[config.mk]
export PLATFORM = sky130hd
export DESIGN_NAME = csr_bank
export DESIGN_NICKNAME = d
export VERILOG_FILES = /design/src/logic/csr_pkg.sv /design/src/logic/csr_bank.sv
export SDC_FILE = /design/constraint.sdc
export NUM_CORES = 1
export LEC_CHECK = 0
export BUFFER_PORTS_ARGS = -buffer_cell sky130_fd_sc_hd__buf_2
export CAP_MARGIN = 20
export CORE_MARGIN = 2
export CORE_UTILIZATION = 50
export CTS_CLUSTER_SIZE = 24
export DETAILED_ROUTE_END_ITERATION = 6
export PLACE_DENSITY = 0.82
export SLEW_MARGIN = 20
export SYNTH_ARGS = -nofsm -noshare
export SYNTH_HDL_FRONTEND = slang
export SYNTH_SLANG_ARGS = --single-unit
[constraint.sdc]
create_clock -name pclk -period 3.4 [get_ports pclk]
set_input_delay 0.17 -clock pclk [delete_from_list [all_inputs] [get_ports pclk]]
set_output_delay 0.17 -clock pclk [all_outputs]
set_load 0.05 [all_outputs]
[src/logic/csr_pkg.sv]
// Package for the core special register bank: map, fields, reset values, timing
// Function
// A low reset pin resets ports and peripherals, then fetch restarts at address 0.
// Reset pin level is sampled during power-on to request in-system programming.
// Pin is a reset during power-on or when configured, else an input-only port bit.
// Port 1 bit 0 can carry the serial transmitter output instead of port data.
// Port 1 bit 1 supplies the serial receiver input.
// Software never accesses undefined special register addresses.
// Software uses each defined register only for its own function.
// Reserved bits are written zero; reads may return anything.
// Fixed-zero bits read zero and are written zero.
// Fixed-one bits read one and are written one.
// A flash control write delivers an eight-bit command code, not status.
// Flash control reads busy in bit 7, four fault flags in 3..0; reset 70 hex.
// Auxiliary register: clock select 7, toggle 4, soft reset 3, zero 2, pointer 0.
// Core clock divider is an eight-bit register resetting to zero.
// Data pointer is high and low bytes at consecutive addresses, reset zero.
// Flash address is high and low bytes, both resetting to zero.
// First high-priority register: watchdog 6, brownout 5, timer 1 3, timer 0 1.
// Second high-priority register: comparator bit 2, keypad bit 1.
// Bit-addressable registers accept single-bit access at base address plus bit.
package csr_pkg;
  localparam int NSLOT = 18;
  localparam int ADDR_W = 12;
  // Register byte offsets as seen by the core; APB byte address is four times this
  localparam logic [7:0] SFR_ADDR [NSLOT] = '{8'h82, 8'h83, 8'h94, 8'h95, 8'ha2, 8'ha8, 8'hac, 8'hb7, 8'hb8,
    8'he0, 8'he4, 8'he5, 8'he6, 8'he7, 8'he8, 8'hf0, 8'hf7, 8'hf8};
  // Storable bits; everything else reads zero, except flash control status and comparator level bit 1
  localparam logic [7:0] SFR_WMASK [NSLOT] = '{8'hff, 8'hff, 8'h03, 8'hff, 8'h91, 8'hea, 8'h29, 8'h6a, 8'h6a,
    8'hff, 8'h00, 8'hff, 8'hff, 8'hff, 8'h06, 8'hff, 8'h06, 8'h06};
  localparam logic [7:0] SFR_RST [NSLOT] = '{8'h00, 8'h00, 8'h00, 8'h00, 8'h00, 8'h00, 8'h00, 8'h00, 8'h00,
    8'h00, 8'h00, 8'h00, 8'h00, 8'h00, 8'h00, 8'h00, 8'h00, 8'h00};
  localparam logic [NSLOT-1:0] SFR_BITADDR = 18'h2c320;
  localparam logic [4:0] SL_PTRLO = 5'h00, SL_PTRHI = 5'h01, SL_KB = 5'h02, SL_DIV = 5'h03, SL_AUX = 5'h04;
  localparam logic [4:0] SL_ENA1 = 5'h05, SL_CMP = 5'h06, SL_PRIHI1 = 5'h07, SL_PRILO1 = 5'h08, SL_ACC = 5'h09;
  localparam logic [4:0] SL_FMC = 5'h0a, SL_FMD = 5'h0b, SL_FAL = 5'h0c, SL_FAH = 5'h0d, SL_ENA2 = 5'h0e;
  localparam logic [4:0] SL_MULOP = 5'h0f, SL_PRIHI2 = 5'h10, SL_PRILO2 = 5'h11, SL_NONE = 5'h12;
  localparam logic [7:0] FLASH_CTL_RST = 8'h70;
  // Word indices of the bit window and of the local registers
  localparam logic [2:0] BIT_WIN = 3'h3;
  localparam logic [9:0] IDX_STAT = 10'h200, IDX_MASK = 10'h201, IDX_CFG = 10'h202;
  localparam int AUX_LPCLK = 7, AUX_T0TOGGLE = 4, AUX_SOFTRST = 3, AUX_PTRSEL = 0;
  localparam int FLAG_BIT = 0, CMP_OUT = 1;
  localparam int CFG_RSTEN = 0, CFG_TXSEL = 1, CFG_ISP = 7;
  localparam logic [7:0] CFG_WMASK = 8'h03;
  localparam int NEV = 6;
  localparam int EV_FLASH = 0, EV_SWRST = 1, EV_PINRST = 2, EV_KEY = 3, EV_CMP = 4, EV_BAD = 5;
  localparam logic [15:0] RESET_VECTOR = 16'h0000;
  localparam int CLK_PERIOD_NS = 100;
  localparam int POR_TIME_NS = 1600;
  localparam int POR_CYCLES = (POR_TIME_NS + CLK_PERIOD_NS - 1) / CLK_PERIOD_NS;

  typedef struct packed {
    logic busy;
    logic high_voltage_abort;
    logic high_voltage_error;
    logic security_violation;
    logic operation_interrupted;
  } csr_fstat_s;

  typedef struct packed {
    logic [15:0] data_pointer;
    logic [15:0] flash_address;
    logic [7:0] flash_data;
    logic [7:0] core_clock_divider;
    logic [7:0] accumulator;
    logic [7:0] multiply_operand;
    logic [7:0] ien_first;
    logic [7:0] ien_second;
    logic [7:0] pri_low_first;
    logic [7:0] pri_high_first;
    logic [7:0] pri_low_second;
    logic [7:0] pri_high_second;
    logic low_power_clock_select;
    logic timer_zero_pin_toggle_enable;
    logic pointer_select;
  } csr_ctl_s;

  // Slot of a register offset, SL_NONE when undefined
  function automatic logic [4:0] slot_of(input logic [7:0] a);
    logic [4:0] s;
    s = SL_NONE;
    for (int i = 0; i < NSLOT; i++) begin
      if (SFR_ADDR[i] == a) begin
        s = 5'(i);
      end
    end
    return s;
  endfunction
endpackage

[src/logic/csr_bank.sv]
// Special register bank behind an APB slave, with reset pin and serial pin logic
//
// The APB interface to the registers was decided locally.
`timescale 1ns/1ps
`default_nettype none
module csr_bank #(
  parameter int POR_CYCLES = csr_pkg::POR_CYCLES
) (
  input wire logic pclk,
  input wire logic presetn,
  input wire logic psel,
  input wire logic penable,
  input wire logic pwrite,
  input wire logic [csr_pkg::ADDR_W-1:0] paddr,
  input wire logic [31:0] pwdata,
  output logic [31:0] prdata,
  output logic pready,
  output logic pslverr,
  input wire csr_pkg::csr_fstat_s flash_stat,
  output logic flash_cmd_valid,
  output logic [7:0] flash_cmd_code,
  input wire logic keypad_event,
  input wire logic cmp_event,
  input wire logic cmp_level,
  output csr_pkg::csr_ctl_s ctl,
  input wire logic rst_pin,
  input wire logic rxd_pin,
  input wire logic uart_txd,
  input wire logic p10_port_out,
  input wire logic p10_port_oe,
  output logic p10_out,
  output logic p10_oe,
  output logic uart_rxd,
  output logic p15_port_in,
  output logic core_reset,
  output logic fetch_restart,
  output logic [15:0] fetch_addr,
  output logic isp_entry,
  output logic sw_reset,
  output logic irq
);
  logic [7:0] sfr_r [csr_pkg::NSLOT];
  logic [1:0] s1_r, s2_r, s3_r, pin_r;
  logic [15:0] por_cnt_r;
  logic isp_r, core_reset_r, fetch_restart_r, sw_reset_r;
  logic pready_r, pslverr_r, fcmd_v_r, irq_r, p10_out_r, p10_oe_r, p15_r;
  logic [31:0] prdata_r;
  logic [7:0] fcmd_r, cfg_r;
  logic [csr_pkg::NEV-1:0] stat_r, mask_r, ev;

  // Pin synchronisers: bit 1 receiver pin, bit 0 reset pin
  always_ff @(posedge pclk or negedge presetn) begin
    if (!presetn) begin
      s1_r <= 2'h3;
      s2_r <= 2'h3;
      s3_r <= 2'h3;
      pin_r <= 2'h3;
    end else begin
      s1_r <= {rxd_pin, rst_pin};
      s2_r <= s1_r;
      s3_r <= s2_r;
      pin_r <= (s2_r & s3_r) | (pin_r & (s2_r ^ s3_r)); // Accept only when stages agree
    end
  end

  // Power-on window; the pin is always a reset inside it
  wire por_act = por_cnt_r != 16'h0000;
  wire rst_act = !pin_r[0] && (por_act || cfg_r[csr_pkg::CFG_RSTEN]);
  always_ff @(posedge pclk or negedge presetn) begin
    if (!presetn) begin
      por_cnt_r <= 16'(POR_CYCLES);
      isp_r <= 1'b0;
    end else if (por_act) begin
      por_cnt_r <= por_cnt_r - 16'h0001;
      if (por_cnt_r == 16'h0001) begin
        isp_r <= !pin_r[0];
      end
    end
  end

  // Core reset from the pin or the soft trigger; restart pulse at release
  always_ff @(posedge pclk or negedge presetn) begin
    if (!presetn) begin
      core_reset_r <= 1'b1;
      fetch_restart_r <= 1'b0;
    end else begin
      core_reset_r <= rst_act || sw_reset_r;
      fetch_restart_r <= core_reset_r && !(rst_act || sw_reset_r);
    end
  end

  // Address decode: word index, bit window or byte register
  wire [9:0] idx = paddr[csr_pkg::ADDR_W-1:2];
  wire is_bit = idx[9:7] == csr_pkg::BIT_WIN;
  wire is_sfr = idx[9:8] == 2'h0;
  wire [2:0] bitn = idx[2:0];
  wire [7:0] raddr = is_bit ? {idx[7:3], 3'h0} : idx[7:0];
  wire [4:0] slot = csr_pkg::slot_of(raddr);
  wire slot_ok = slot != csr_pkg::SL_NONE;
  wire sfr_hit = slot_ok && (is_sfr || (is_bit && csr_pkg::SFR_BITADDR[slot]));
  wire own_hit = idx == csr_pkg::IDX_STAT || idx == csr_pkg::IDX_MASK || idx == csr_pkg::IDX_CFG;
  wire hit = sfr_hit || own_hit;
  wire acc = psel && penable;
  wire ans = acc && pready_r;
  wire we = ans && pwrite && hit;
  wire sfr_we = we && sfr_hit;

  // Read view of the addressed slot; unstored bits read zero, except flash control status and comparator level bit 1
  wire [7:0] fm_rd = csr_pkg::FLASH_CTL_RST | {flash_stat.busy, 3'h0, flash_stat.high_voltage_abort,
    flash_stat.high_voltage_error, flash_stat.security_violation, flash_stat.operation_interrupted};
  wire [7:0] slot_rd = !slot_ok ? 8'h00 : slot == csr_pkg::SL_FMC ? fm_rd :
    slot == csr_pkg::SL_CMP ? (sfr_r[slot] | {6'h00, cmp_level, 1'b0}) : sfr_r[slot];
  wire [7:0] bm = 8'h01 << bitn;
  wire [7:0] wbyte = is_bit ? ((slot_rd & ~bm) | (pwdata[0] ? bm : 8'h00)) : pwdata[7:0];
  wire [7:0] own_rd = idx == csr_pkg::IDX_STAT ? 8'(stat_r) : idx == csr_pkg::IDX_MASK ? 8'(mask_r) :
    idx == csr_pkg::IDX_CFG ? (cfg_r | {isp_r, 7'h00}) : 8'h00;
  wire [7:0] rd = own_hit ? own_rd : !sfr_hit ? 8'h00 : is_bit ? {7'h00, slot_rd[bitn]} : slot_rd;

  // One wait state so read data and the answer come from flops
  always_ff @(posedge pclk or negedge presetn) begin
    if (!presetn) begin
      pready_r <= 1'b0;
      pslverr_r <= 1'b0;
      prdata_r <= 32'h0000_0000;
    end else begin
      pready_r <= acc && !pready_r;
      pslverr_r <= acc && !pready_r && !hit;
      if (acc && !pready_r) begin
        prdata_r <= pwrite ? 32'h0000_0000 : {24'h00_0000, rd};
      end
    end
  end

  // Stored registers, one process per slot; hardware flag sets win over writes
  for (genvar g = 0; g < csr_pkg::NSLOT; g++) begin : g_slot
    always_ff @(posedge pclk or negedge presetn) begin
      if (!presetn) begin
        sfr_r[g] <= csr_pkg::SFR_RST[g];
      end else if (core_reset_r) begin
        sfr_r[g] <= csr_pkg::SFR_RST[g];
      end else begin
        if (sfr_we && slot == 5'(g)) begin
          sfr_r[g] <= wbyte & csr_pkg::SFR_WMASK[g];
        end
        if (5'(g) == csr_pkg::SL_KB && keypad_event) begin
          sfr_r[g][csr_pkg::FLAG_BIT] <= 1'b1;
        end
        if (5'(g) == csr_pkg::SL_CMP && cmp_event) begin
          sfr_r[g][csr_pkg::FLAG_BIT] <= 1'b1;
        end
      end
    end
  end

  // Flash command strobe and soft reset pulse
  always_ff @(posedge pclk or negedge presetn) begin
    if (!presetn) begin
      fcmd_v_r <= 1'b0;
      fcmd_r <= 8'h00;
      sw_reset_r <= 1'b0;
    end else begin
      fcmd_v_r <= sfr_we && slot == csr_pkg::SL_FMC;
      if (sfr_we && slot == csr_pkg::SL_FMC) begin
        fcmd_r <= wbyte;
      end
      sw_reset_r <= sfr_we && slot == csr_pkg::SL_AUX && wbyte[csr_pkg::AUX_SOFTRST];
    end
  end

  // Events into the sticky status; set beats a one written to clear
  assign ev[csr_pkg::EV_FLASH] = sfr_we && slot == csr_pkg::SL_FMC;
  assign ev[csr_pkg::EV_SWRST] = sfr_we && slot == csr_pkg::SL_AUX && wbyte[csr_pkg::AUX_SOFTRST];
  assign ev[csr_pkg::EV_PINRST] = rst_act && !core_reset_r;
  assign ev[csr_pkg::EV_KEY] = keypad_event;
  assign ev[csr_pkg::EV_CMP] = cmp_event;
  assign ev[csr_pkg::EV_BAD] = ans && !hit;
  wire [csr_pkg::NEV-1:0] w1c = (we && idx == csr_pkg::IDX_STAT) ? pwdata[csr_pkg::NEV-1:0] : '0;
  always_ff @(posedge pclk or negedge presetn) begin
    if (!presetn) begin
      stat_r <= '0;
      mask_r <= '0;
      cfg_r <= 8'h00;
      irq_r <= 1'b0;
    end else begin
      stat_r <= (stat_r & ~w1c) | ev;
      if (we && idx == csr_pkg::IDX_MASK) begin
        mask_r <= pwdata[csr_pkg::NEV-1:0];
      end
      if (we && idx == csr_pkg::IDX_CFG) begin
        cfg_r <= pwdata[7:0] & csr_pkg::CFG_WMASK;
      end
      irq_r <= |(stat_r & mask_r);
    end
  end

  // Pin sharing: transmitter onto port 1 bit 0, reset pin as port bit 5
  always_ff @(posedge pclk or negedge presetn) begin
    if (!presetn) begin
      p10_out_r <= 1'b1;
      p10_oe_r <= 1'b0;
      p15_r <= 1'b1;
    end else begin
      p10_out_r <= cfg_r[csr_pkg::CFG_TXSEL] ? uart_txd : p10_port_out;
      p10_oe_r <= cfg_r[csr_pkg::CFG_TXSEL] || p10_port_oe;
      p15_r <= (por_act || cfg_r[csr_pkg::CFG_RSTEN]) ? 1'b1 : pin_r[0];
    end
  end

  assign prdata = prdata_r;
  assign pready = pready_r;
  assign pslverr = pslverr_r;
  assign flash_cmd_valid = fcmd_v_r;
  assign flash_cmd_code = fcmd_r;
  assign p10_out = p10_out_r;
  assign p10_oe = p10_oe_r;
  assign uart_rxd = pin_r[1];
  assign p15_port_in = p15_r;
  assign core_reset = core_reset_r;
  assign fetch_restart = fetch_restart_r;
  assign fetch_addr = csr_pkg::RESET_VECTOR;
  assign isp_entry = isp_r;
  assign sw_reset = sw_reset_r;
  assign irq = irq_r;
  // Control view of the stored registers
  assign ctl.data_pointer = {sfr_r[csr_pkg::SL_PTRHI], sfr_r[csr_pkg::SL_PTRLO]};
  assign ctl.flash_address = {sfr_r[csr_pkg::SL_FAH], sfr_r[csr_pkg::SL_FAL]};
  assign ctl.flash_data = sfr_r[csr_pkg::SL_FMD];
  assign ctl.core_clock_divider = sfr_r[csr_pkg::SL_DIV];
  assign ctl.accumulator = sfr_r[csr_pkg::SL_ACC];
  assign ctl.multiply_operand = sfr_r[csr_pkg::SL_MULOP];
  assign ctl.ien_first = sfr_r[csr_pkg::SL_ENA1];
  assign ctl.ien_second = sfr_r[csr_pkg::SL_ENA2];
  assign ctl.pri_low_first = sfr_r[csr_pkg::SL_PRILO1];
  assign ctl.pri_high_first = sfr_r[csr_pkg::SL_PRIHI1];
  assign ctl.pri_low_second = sfr_r[csr_pkg::SL_PRILO2];
  assign ctl.pri_high_second = sfr_r[csr_pkg::SL_PRIHI2];
  assign ctl.low_power_clock_select = sfr_r[csr_pkg::SL_AUX][csr_pkg::AUX_LPCLK];
  assign ctl.timer_zero_pin_toggle_enable = sfr_r[csr_pkg::SL_AUX][csr_pkg::AUX_T0TOGGLE];
  assign ctl.pointer_select = sfr_r[csr_pkg::SL_AUX][csr_pkg::AUX_PTRSEL];

  wire rd_ans = ans && !pwrite;
endmodule
`default_nettype wire

Word level (Yosys, flattened, before mapping)
Memory sizes are Yosys's and may differ from the RTL's.
Cells that the tools add are included.
{ "classes": {"addsub": 1, "order_cmp": 3, "eq_ne": 41, "n_shift": 1, "n_mux": 78, "bitwise_logic": 14, "reduce_logical": 72} }
{ "op_table": {"columns": ["op", "count"], "rows": [
  ["2-to-1 mux 8 bit", 50],
  ["== test 8 bit, first input constant", 18],
  ["2-to-1 mux 5 bit", 18],
  ["binary-select mux 8 bit (select 5 bit)", 1],
  ["== test 5 x 4 -> 1 bit, second input constant", 8],
  ["nonzero test 2 bit", 18],
  ["logical AND 1 bit", 35],
  ["== test 10 bit, second input constant", 3],
  ["== test 5 x 3 -> 1 bit, second input constant", 4],
  ["== test 16 x 1 -> 1 bit, second input constant", 1],
  ["nonzero test 16 bit", 1],
  ["subtractor 16 x 1 -> 16 bit, second input constant", 1],
  ["bitwise AND 6 bit", 2],
  ["== test 5 x 2 -> 1 bit, second input constant", 2],
  ["== test 5 bit, second input constant", 2],
  ["bitwise AND 8 bit", 1],
  ["inverter 8 bit", 1],
  ["OR 2 x 8 -> 8 bit", 1],
  ["OR 8 x 2 -> 8 bit", 1],
  ["OR 8 bit", 1],
  ["left shift 1 x 3 -> 8 bit, first input constant", 1],
  ["logical OR 1 bit", 7],
  [">= comparator 6 bit, second input constant", 1],
  ["< comparator 5 x 6 -> 1 bit, second input constant", 1],
  ["20 further kinds", 31]
]} }
{ "word_totals": {"reg_bits": 233, "mem_bits_ro": 32, "out_inout_bits": 183, "word_cells": 252, "n_memories": 1} }
{ "memory_table": {"columns": ["memory", "depth", "width", "rd", "rd_clocked_by_memory_dff", "write_ports", "line_no", "text"], "rows": [
  ["(no name shown)", 32, 1, 1, 0, 0, "csr_bank.sv:100", "wire sfr_hit = slot_ok && (is_sfr || (is_bit && csr_pkg::SFR_BITADDR[slot]));"]
]} }

Depth between registers and ports, before layout
{ "logic_depth": {"word_depth": 35, "depth_mapped": 15, "mapped_depth_nobuf": 11} }

Worst setup path before layout
Ideal clock, no wire load.
{ "synth_path": {"kind": "input to register", "from": "in paddr[5] (netlist bit)", "to": "reg sfr_r (netlist bit ctl[44])", "setup_time_ns": 0.079, "arrival_ns": 2.741, "setup_slack_ns": 0.579, "cell_stages": 13, "n_path_buf": 4, "cell_sequence": "buf_2 > nor4_4 > nand4_1 > and2_1 > buf_2 > nand2_2 > buf_4 > buf_2 > mux2_2 > o211ai_1 > nand3b_1 > a211o_1 > mux2i_1"} }
{ "synth_between": {"elab_chain_len": 32, "word_cells_on_any_way": 68} }
{ "synth_lines": {"columns": ["item", "line_no", "text"], "rows": [
  ["start: declaration", "csr_bank.sv:14", "input wire logic [csr_pkg::ADDR_W-1:0] paddr,"],
  ["== test 8 bit", "csr_pkg.sv:84", "if (SFR_ADDR[i] == a) begin"],
  ["2-to-1 mux 5 bit (18 in a row)", "csr_pkg.sv:84", null],
  ["inverter 5 -> 6 bit (not written as such)", "csr_bank.sv:112", "slot == csr_pkg::SL_CMP ? (sfr_r[slot] | {6'h00, cmp_level, 1'b0}) : sfr_r[slot];"],
  ["binary-select mux 8 bit (select 5 bit)", "csr_bank.sv:112", null],
  ["2-to-1 mux 8 bit (not written as such) (2 in a row)", "csr_bank.sv:112", null],
  ["OR 8 x 2 -> 8 bit", "csr_bank.sv:112", null],
  ["2-to-1 mux 8 bit", "csr_bank.sv:112", null],
  ["2-to-1 mux 8 bit (2 in a row)", "csr_bank.sv:111", "wire [7:0] slot_rd = !slot_ok ? 8'h00 : slot == csr_pkg::SL_FMC ? fm_rd :"],
  ["bitwise AND 8 bit", "csr_bank.sv:114", "wire [7:0] wbyte = is_bit ? ((slot_rd & ~bm) | (pwdata[0] ? bm : 8'h00)) : pwdata[7:0];"],
  ["OR 8 bit", "csr_bank.sv:114", null],
  ["2-to-1 mux 8 bit", "csr_bank.sv:114", null],
  ["2-to-1 mux 8 bit", "csr_bank.sv:142", "if (sfr_we && slot == 5'(g)) begin"],
  ["2-to-1 mux 8 bit", "csr_bank.sv:139", "end else if (core_reset_r) begin"],
  ["end signal: indexed assignment", "csr_bank.sv:138", "sfr_r[g] <= csr_pkg::SFR_RST[g];"],
  ["end signal: indexed assignment", "csr_bank.sv:140", "sfr_r[g] <= csr_pkg::SFR_RST[g];"],
  ["end signal: indexed assignment", "csr_bank.sv:143", "sfr_r[g] <= wbyte & csr_pkg::SFR_WMASK[g];"],
  ["end: declaration", "csr_bank.sv:42", "logic [7:0] sfr_r [csr_pkg::NSLOT];"]
]} }
Parallel ways exist; a longest one is shown, timed or not. The select of a mux whose other input is x is not followed.
A chain may end at the register's enable or synchronous reset.

Worst setup path in the final report
{ "layout_path": {"from": "in paddr[11] (netlist bit)", "to": "reg sfr_r (netlist bit ctl[93])"} }
{ "layout_between": {"elab_chain_len": 34, "word_cells_on_any_way": 71} }
{ "layout_lines": {"columns": ["item", "line_no", "text"], "rows": [
  ["== test 3 x 2 -> 1 bit", "csr_bank.sv:94", "wire is_bit = idx[9:7] == csr_pkg::BIT_WIN;"],
  ["2-to-1 mux 3 bit", "csr_bank.sv:97", "wire [7:0] raddr = is_bit ? {idx[7:3], 3'h0} : idx[7:0];"],
  ["== test 8 bit", "csr_pkg.sv:84", null],
  ["2-to-1 mux 5 bit (18 in a row)", "csr_pkg.sv:84", null],
  ["inverter 5 -> 6 bit (not written as such)", "csr_bank.sv:112", null],
  ["binary-select mux 8 bit (select 5 bit)", "csr_bank.sv:112", null],
  ["2-to-1 mux 8 bit (not written as such) (2 in a row)", "csr_bank.sv:112", null],
  ["OR 8 x 2 -> 8 bit", "csr_bank.sv:112", null],
  ["2-to-1 mux 8 bit", "csr_bank.sv:112", null],
  ["2-to-1 mux 8 bit (2 in a row)", "csr_bank.sv:111", null],
  ["bitwise AND 8 bit", "csr_bank.sv:114", null],
  ["OR 8 bit", "csr_bank.sv:114", null],
  ["2-to-1 mux 8 bit", "csr_bank.sv:114", null],
  ["2-to-1 mux 8 bit", "csr_bank.sv:142", null],
  ["2-to-1 mux 8 bit", "csr_bank.sv:139", null]
]} }
Parallel ways exist; a longest one is shown, timed or not. The select of a mux whose other input is x is not followed.

==> results.yml <==
placement:
  pre_cts_ws_ps: -2.83
  gp_congestion: 1.06
  io_buffers: 149
  dp_hpwl_mm: 22.3
  post_dp_cell_area_um2: 10200
floorplan:
  start_util: 0.509
  die_w_um: 142
  rows: 50
  io_pins: 245
  core_um2: 18700
  dieHeight_um: 142
  die-area_um2: 20200
sta:
  max_freq_mhz: 324
  finalSetupViolCount: 0
  rsz0062_at_grt: "false"
  tightest_slew_ps: 1060
  hold_viol_final: 0
  relSlewSlack: 0.291
  fin_ws_ps: 313
  slew_viol_final: 0
  post-route-period-util: 0.908
  fin_hold_ws_ps: 21.4
  period_minus_slack_ps: 3090
  clock_skew_ps: 15.4
global_route:
  grt_pass1_wl_mm: 45.7
  grt-ovfl-total: 0
  grt_pass1_vias: 7852
  antenna_found_initial: 0
  grt_max_degree: 89
  grtUsageTotal: 0.299
yosys:
  synth_ff_type: "dfrtp_1"
  seq_area_frac_synth: 0.411
  syn_area_per_cell_um2: 9.33
  synth_cells: 1021
  async_flop_share: 1.00
  synth_warnings: 0
  synth-edff-count: 0
  synth_cell_type_count: 95
  syn-cell-area_um2: 9530
  ys_ff_latch: 156
run:
  drv_cap: 0
clocking:
  ctsResizeCount: 0
  cts_buffer_depth: 2
  htreeDepth: 4
  cts_tree: "yes"
  cts_hold_buffers: 7
  clock_sinks: 156
  root_buffer: "clkbuf_16"
  cts_made_buffers: 17
  path_clk_slew_ps: 80
  post_cts_buffers: 0
  clk_latency_ps: 440
outcome:
  status: "finished clean"
hold_path:
  holdPathStages: 2
  worst_hold_path.endpoint: "mask_r[2]"
  hold_start: "pwdata[2]"
  hold_path_class: "in2reg"
setup_path:
  crit_top_cell: "buf_4"
  arrival_ps: 3410
  cp_slowest_cell: "nor2_1"
  end_kind: "register"
  critPathLaunchType: "input pin"
  worstReg2RegEnd: "por_cnt_r[13]"
  cp_max_fo: 15
  crit_required_ps: 3720
  crit_chain: "buf_2, and3b_1, buf_4, buf_4, o21ai_1, o32a_1, nand4_1, buf_4, o221ai_2, nor2_1, nor2_1, a211oi_1"
  r2r_start: "por_cnt_r[9]"
  rrSetupSlack_ps: 480
  reg2reg_depth: 10
  worst-path-buf-inv: 4
  cpPeakStageDelay_ps: 860
  crit_type: "in2reg"
  critPathTopFamily: "simple AND/OR/NAND/NOR gates"
detailed_routing:
  vias: 8302
  wl_mm: 30.2
  drc_errors: 0
  final_antenna_net_count: 0
  firstDrtPassIters: 6
  drt_iter0_drc: 770
  post_drt_via_cell_ratio: 5.93
  routedWlPerCell_um: 21.6
final_layout:
  n_antenna_cell: 0
  mostFrequentLayoutCells: "148 x buf_2, 144 x dfrtp_1, 109 x nor2_1"
  fin_area_um2: 10800
  final_layout_size_suffix_gt1_frac: 0.308
  finalNetCount: 1218
  final_common_cell: "buf_2"
  syn2layout_area_growth_pct: 13.9
power_and_ir_drop:
  ir_worst_vdd_v: 0.000344
  power-per-cell-area_nw_per_um2: 404
  leakage_nw: 5.23
  finalPower_w: 0.00438
-- synthesized netlist by cell type (6+ instances only) --
master      n  share of area
o21ai_0    37          0.019
buf_2      21          0.011
a22oi_1     7         0.0055
a32o_1      6         0.0063
xnor2_1     6         0.0055
xor2_1      8         0.0074
o211ai_1   11         0.0087
nand3_1    34          0.018
nand2b_1    6         0.0039
nor2_2      8         0.0053
buf_4     164           0.13
or3_1       9         0.0059
nand4_1    15         0.0098
clkbuf_1   21         0.0083
dfrtp_1   144           0.38
a211oi_2   10          0.013
dfstp_2    12          0.033
nor2_1    109          0.043
o22ai_1    10         0.0066
o31ai_1     6         0.0047
o21ai_1     9         0.0047
nand2_1    87          0.034
a21o_1      6         0.0047
inv_1      11         0.0043
nor3_1     17         0.0089
a21oi_1    31          0.016
a211oi_1   55          0.043
mux2_2     16          0.019
mux2i_1    23          0.024
-- layer usage --
metal / vias to the layer above / wire (µm) / track usage
met3: 66 / 2890 / 0.0767
met2: 468 / 13900 / 0.458
met1: 4064 / 12300 / 0.406
met4: 0 / 1050 / 0.122
li1: 3704 / - / -
met5: - / 0 / 0
-- sequential cells by signal, indices dropped and copies added, names as in the netlist, 2 cells and up --
| register | cells |
|---|---|
| cfg_r | 2 |
| por_cnt_r | 16 |
| prdata | 8 |
| sfr_r | 5 |
| ctl | 86 |
| s1_r | 2 |
| flash_cmd_code | 8 |
| pin_r | 2 |
| s3_r | 2 |
| s2_r | 2 |
| mask_r | 6 |
| stat_r | 6 |
-- cell families after synthesis --
logic type | Yosys count | share of synthesized area
AND/OR/NAND/NOR | 336 | 0.176
AO/OA/AOI/OAI | 246 | 0.191
buffers and inverters | 224 | 0.157
flip-flops | 156 | 0.411
multiplexers | 40 | 0.0454
XOR/XNOR | 14 | 0.0129
adder cells (fa/ha/maj) | 4 | 0.00525
other | 1 | 0.000394
-- per-stage QoR --
stage               utilization  setup TNS [ps]  cells
finish                    0.580               0   1399
global route              0.580               0   1399
CTS                       0.580               0   1399
detailed placement        0.544           -2.83   1360
global placement          0.544           -11.2   1360
floorplan                     -               0   1089
-- final cells by class --
cell class / count / area (µm²)
fillers: 1633 / 7860
multi-input cells: 709 / 4370
flip-flops and latches: 156 / 3920
repair buffers: 256 / 1620
clock buffers: 19 / 453
well taps: 234 / 293
clock inverters: 13 / 149
inverters: 12 / 45.0
-- how the worst max path moves through the flow --
stage,slack (ps),startpoint,to,depth (start not counted)
after floorplan,580,paddr[5],ctl[44],13
after global placement,-10,paddr[9],prdata[0],16
after detailed placement,-3,paddr[11],ctl[93],12
after CTS,380,paddr[11],ctl[93],12
after global routing,110,paddr[11],ctl[93],12
final,310,paddr[11],ctl[93],12
-- where the power goes --
group	switching, W	internal, W	leakage (nW)
logic	0.000433	0.000135	2.86
registers	0.00000858	0.00187	2.08
clock network	0.000846	0.00108	0.294
total	0.00129	0.00309	5.23
(Power assumes the default switching activity.)
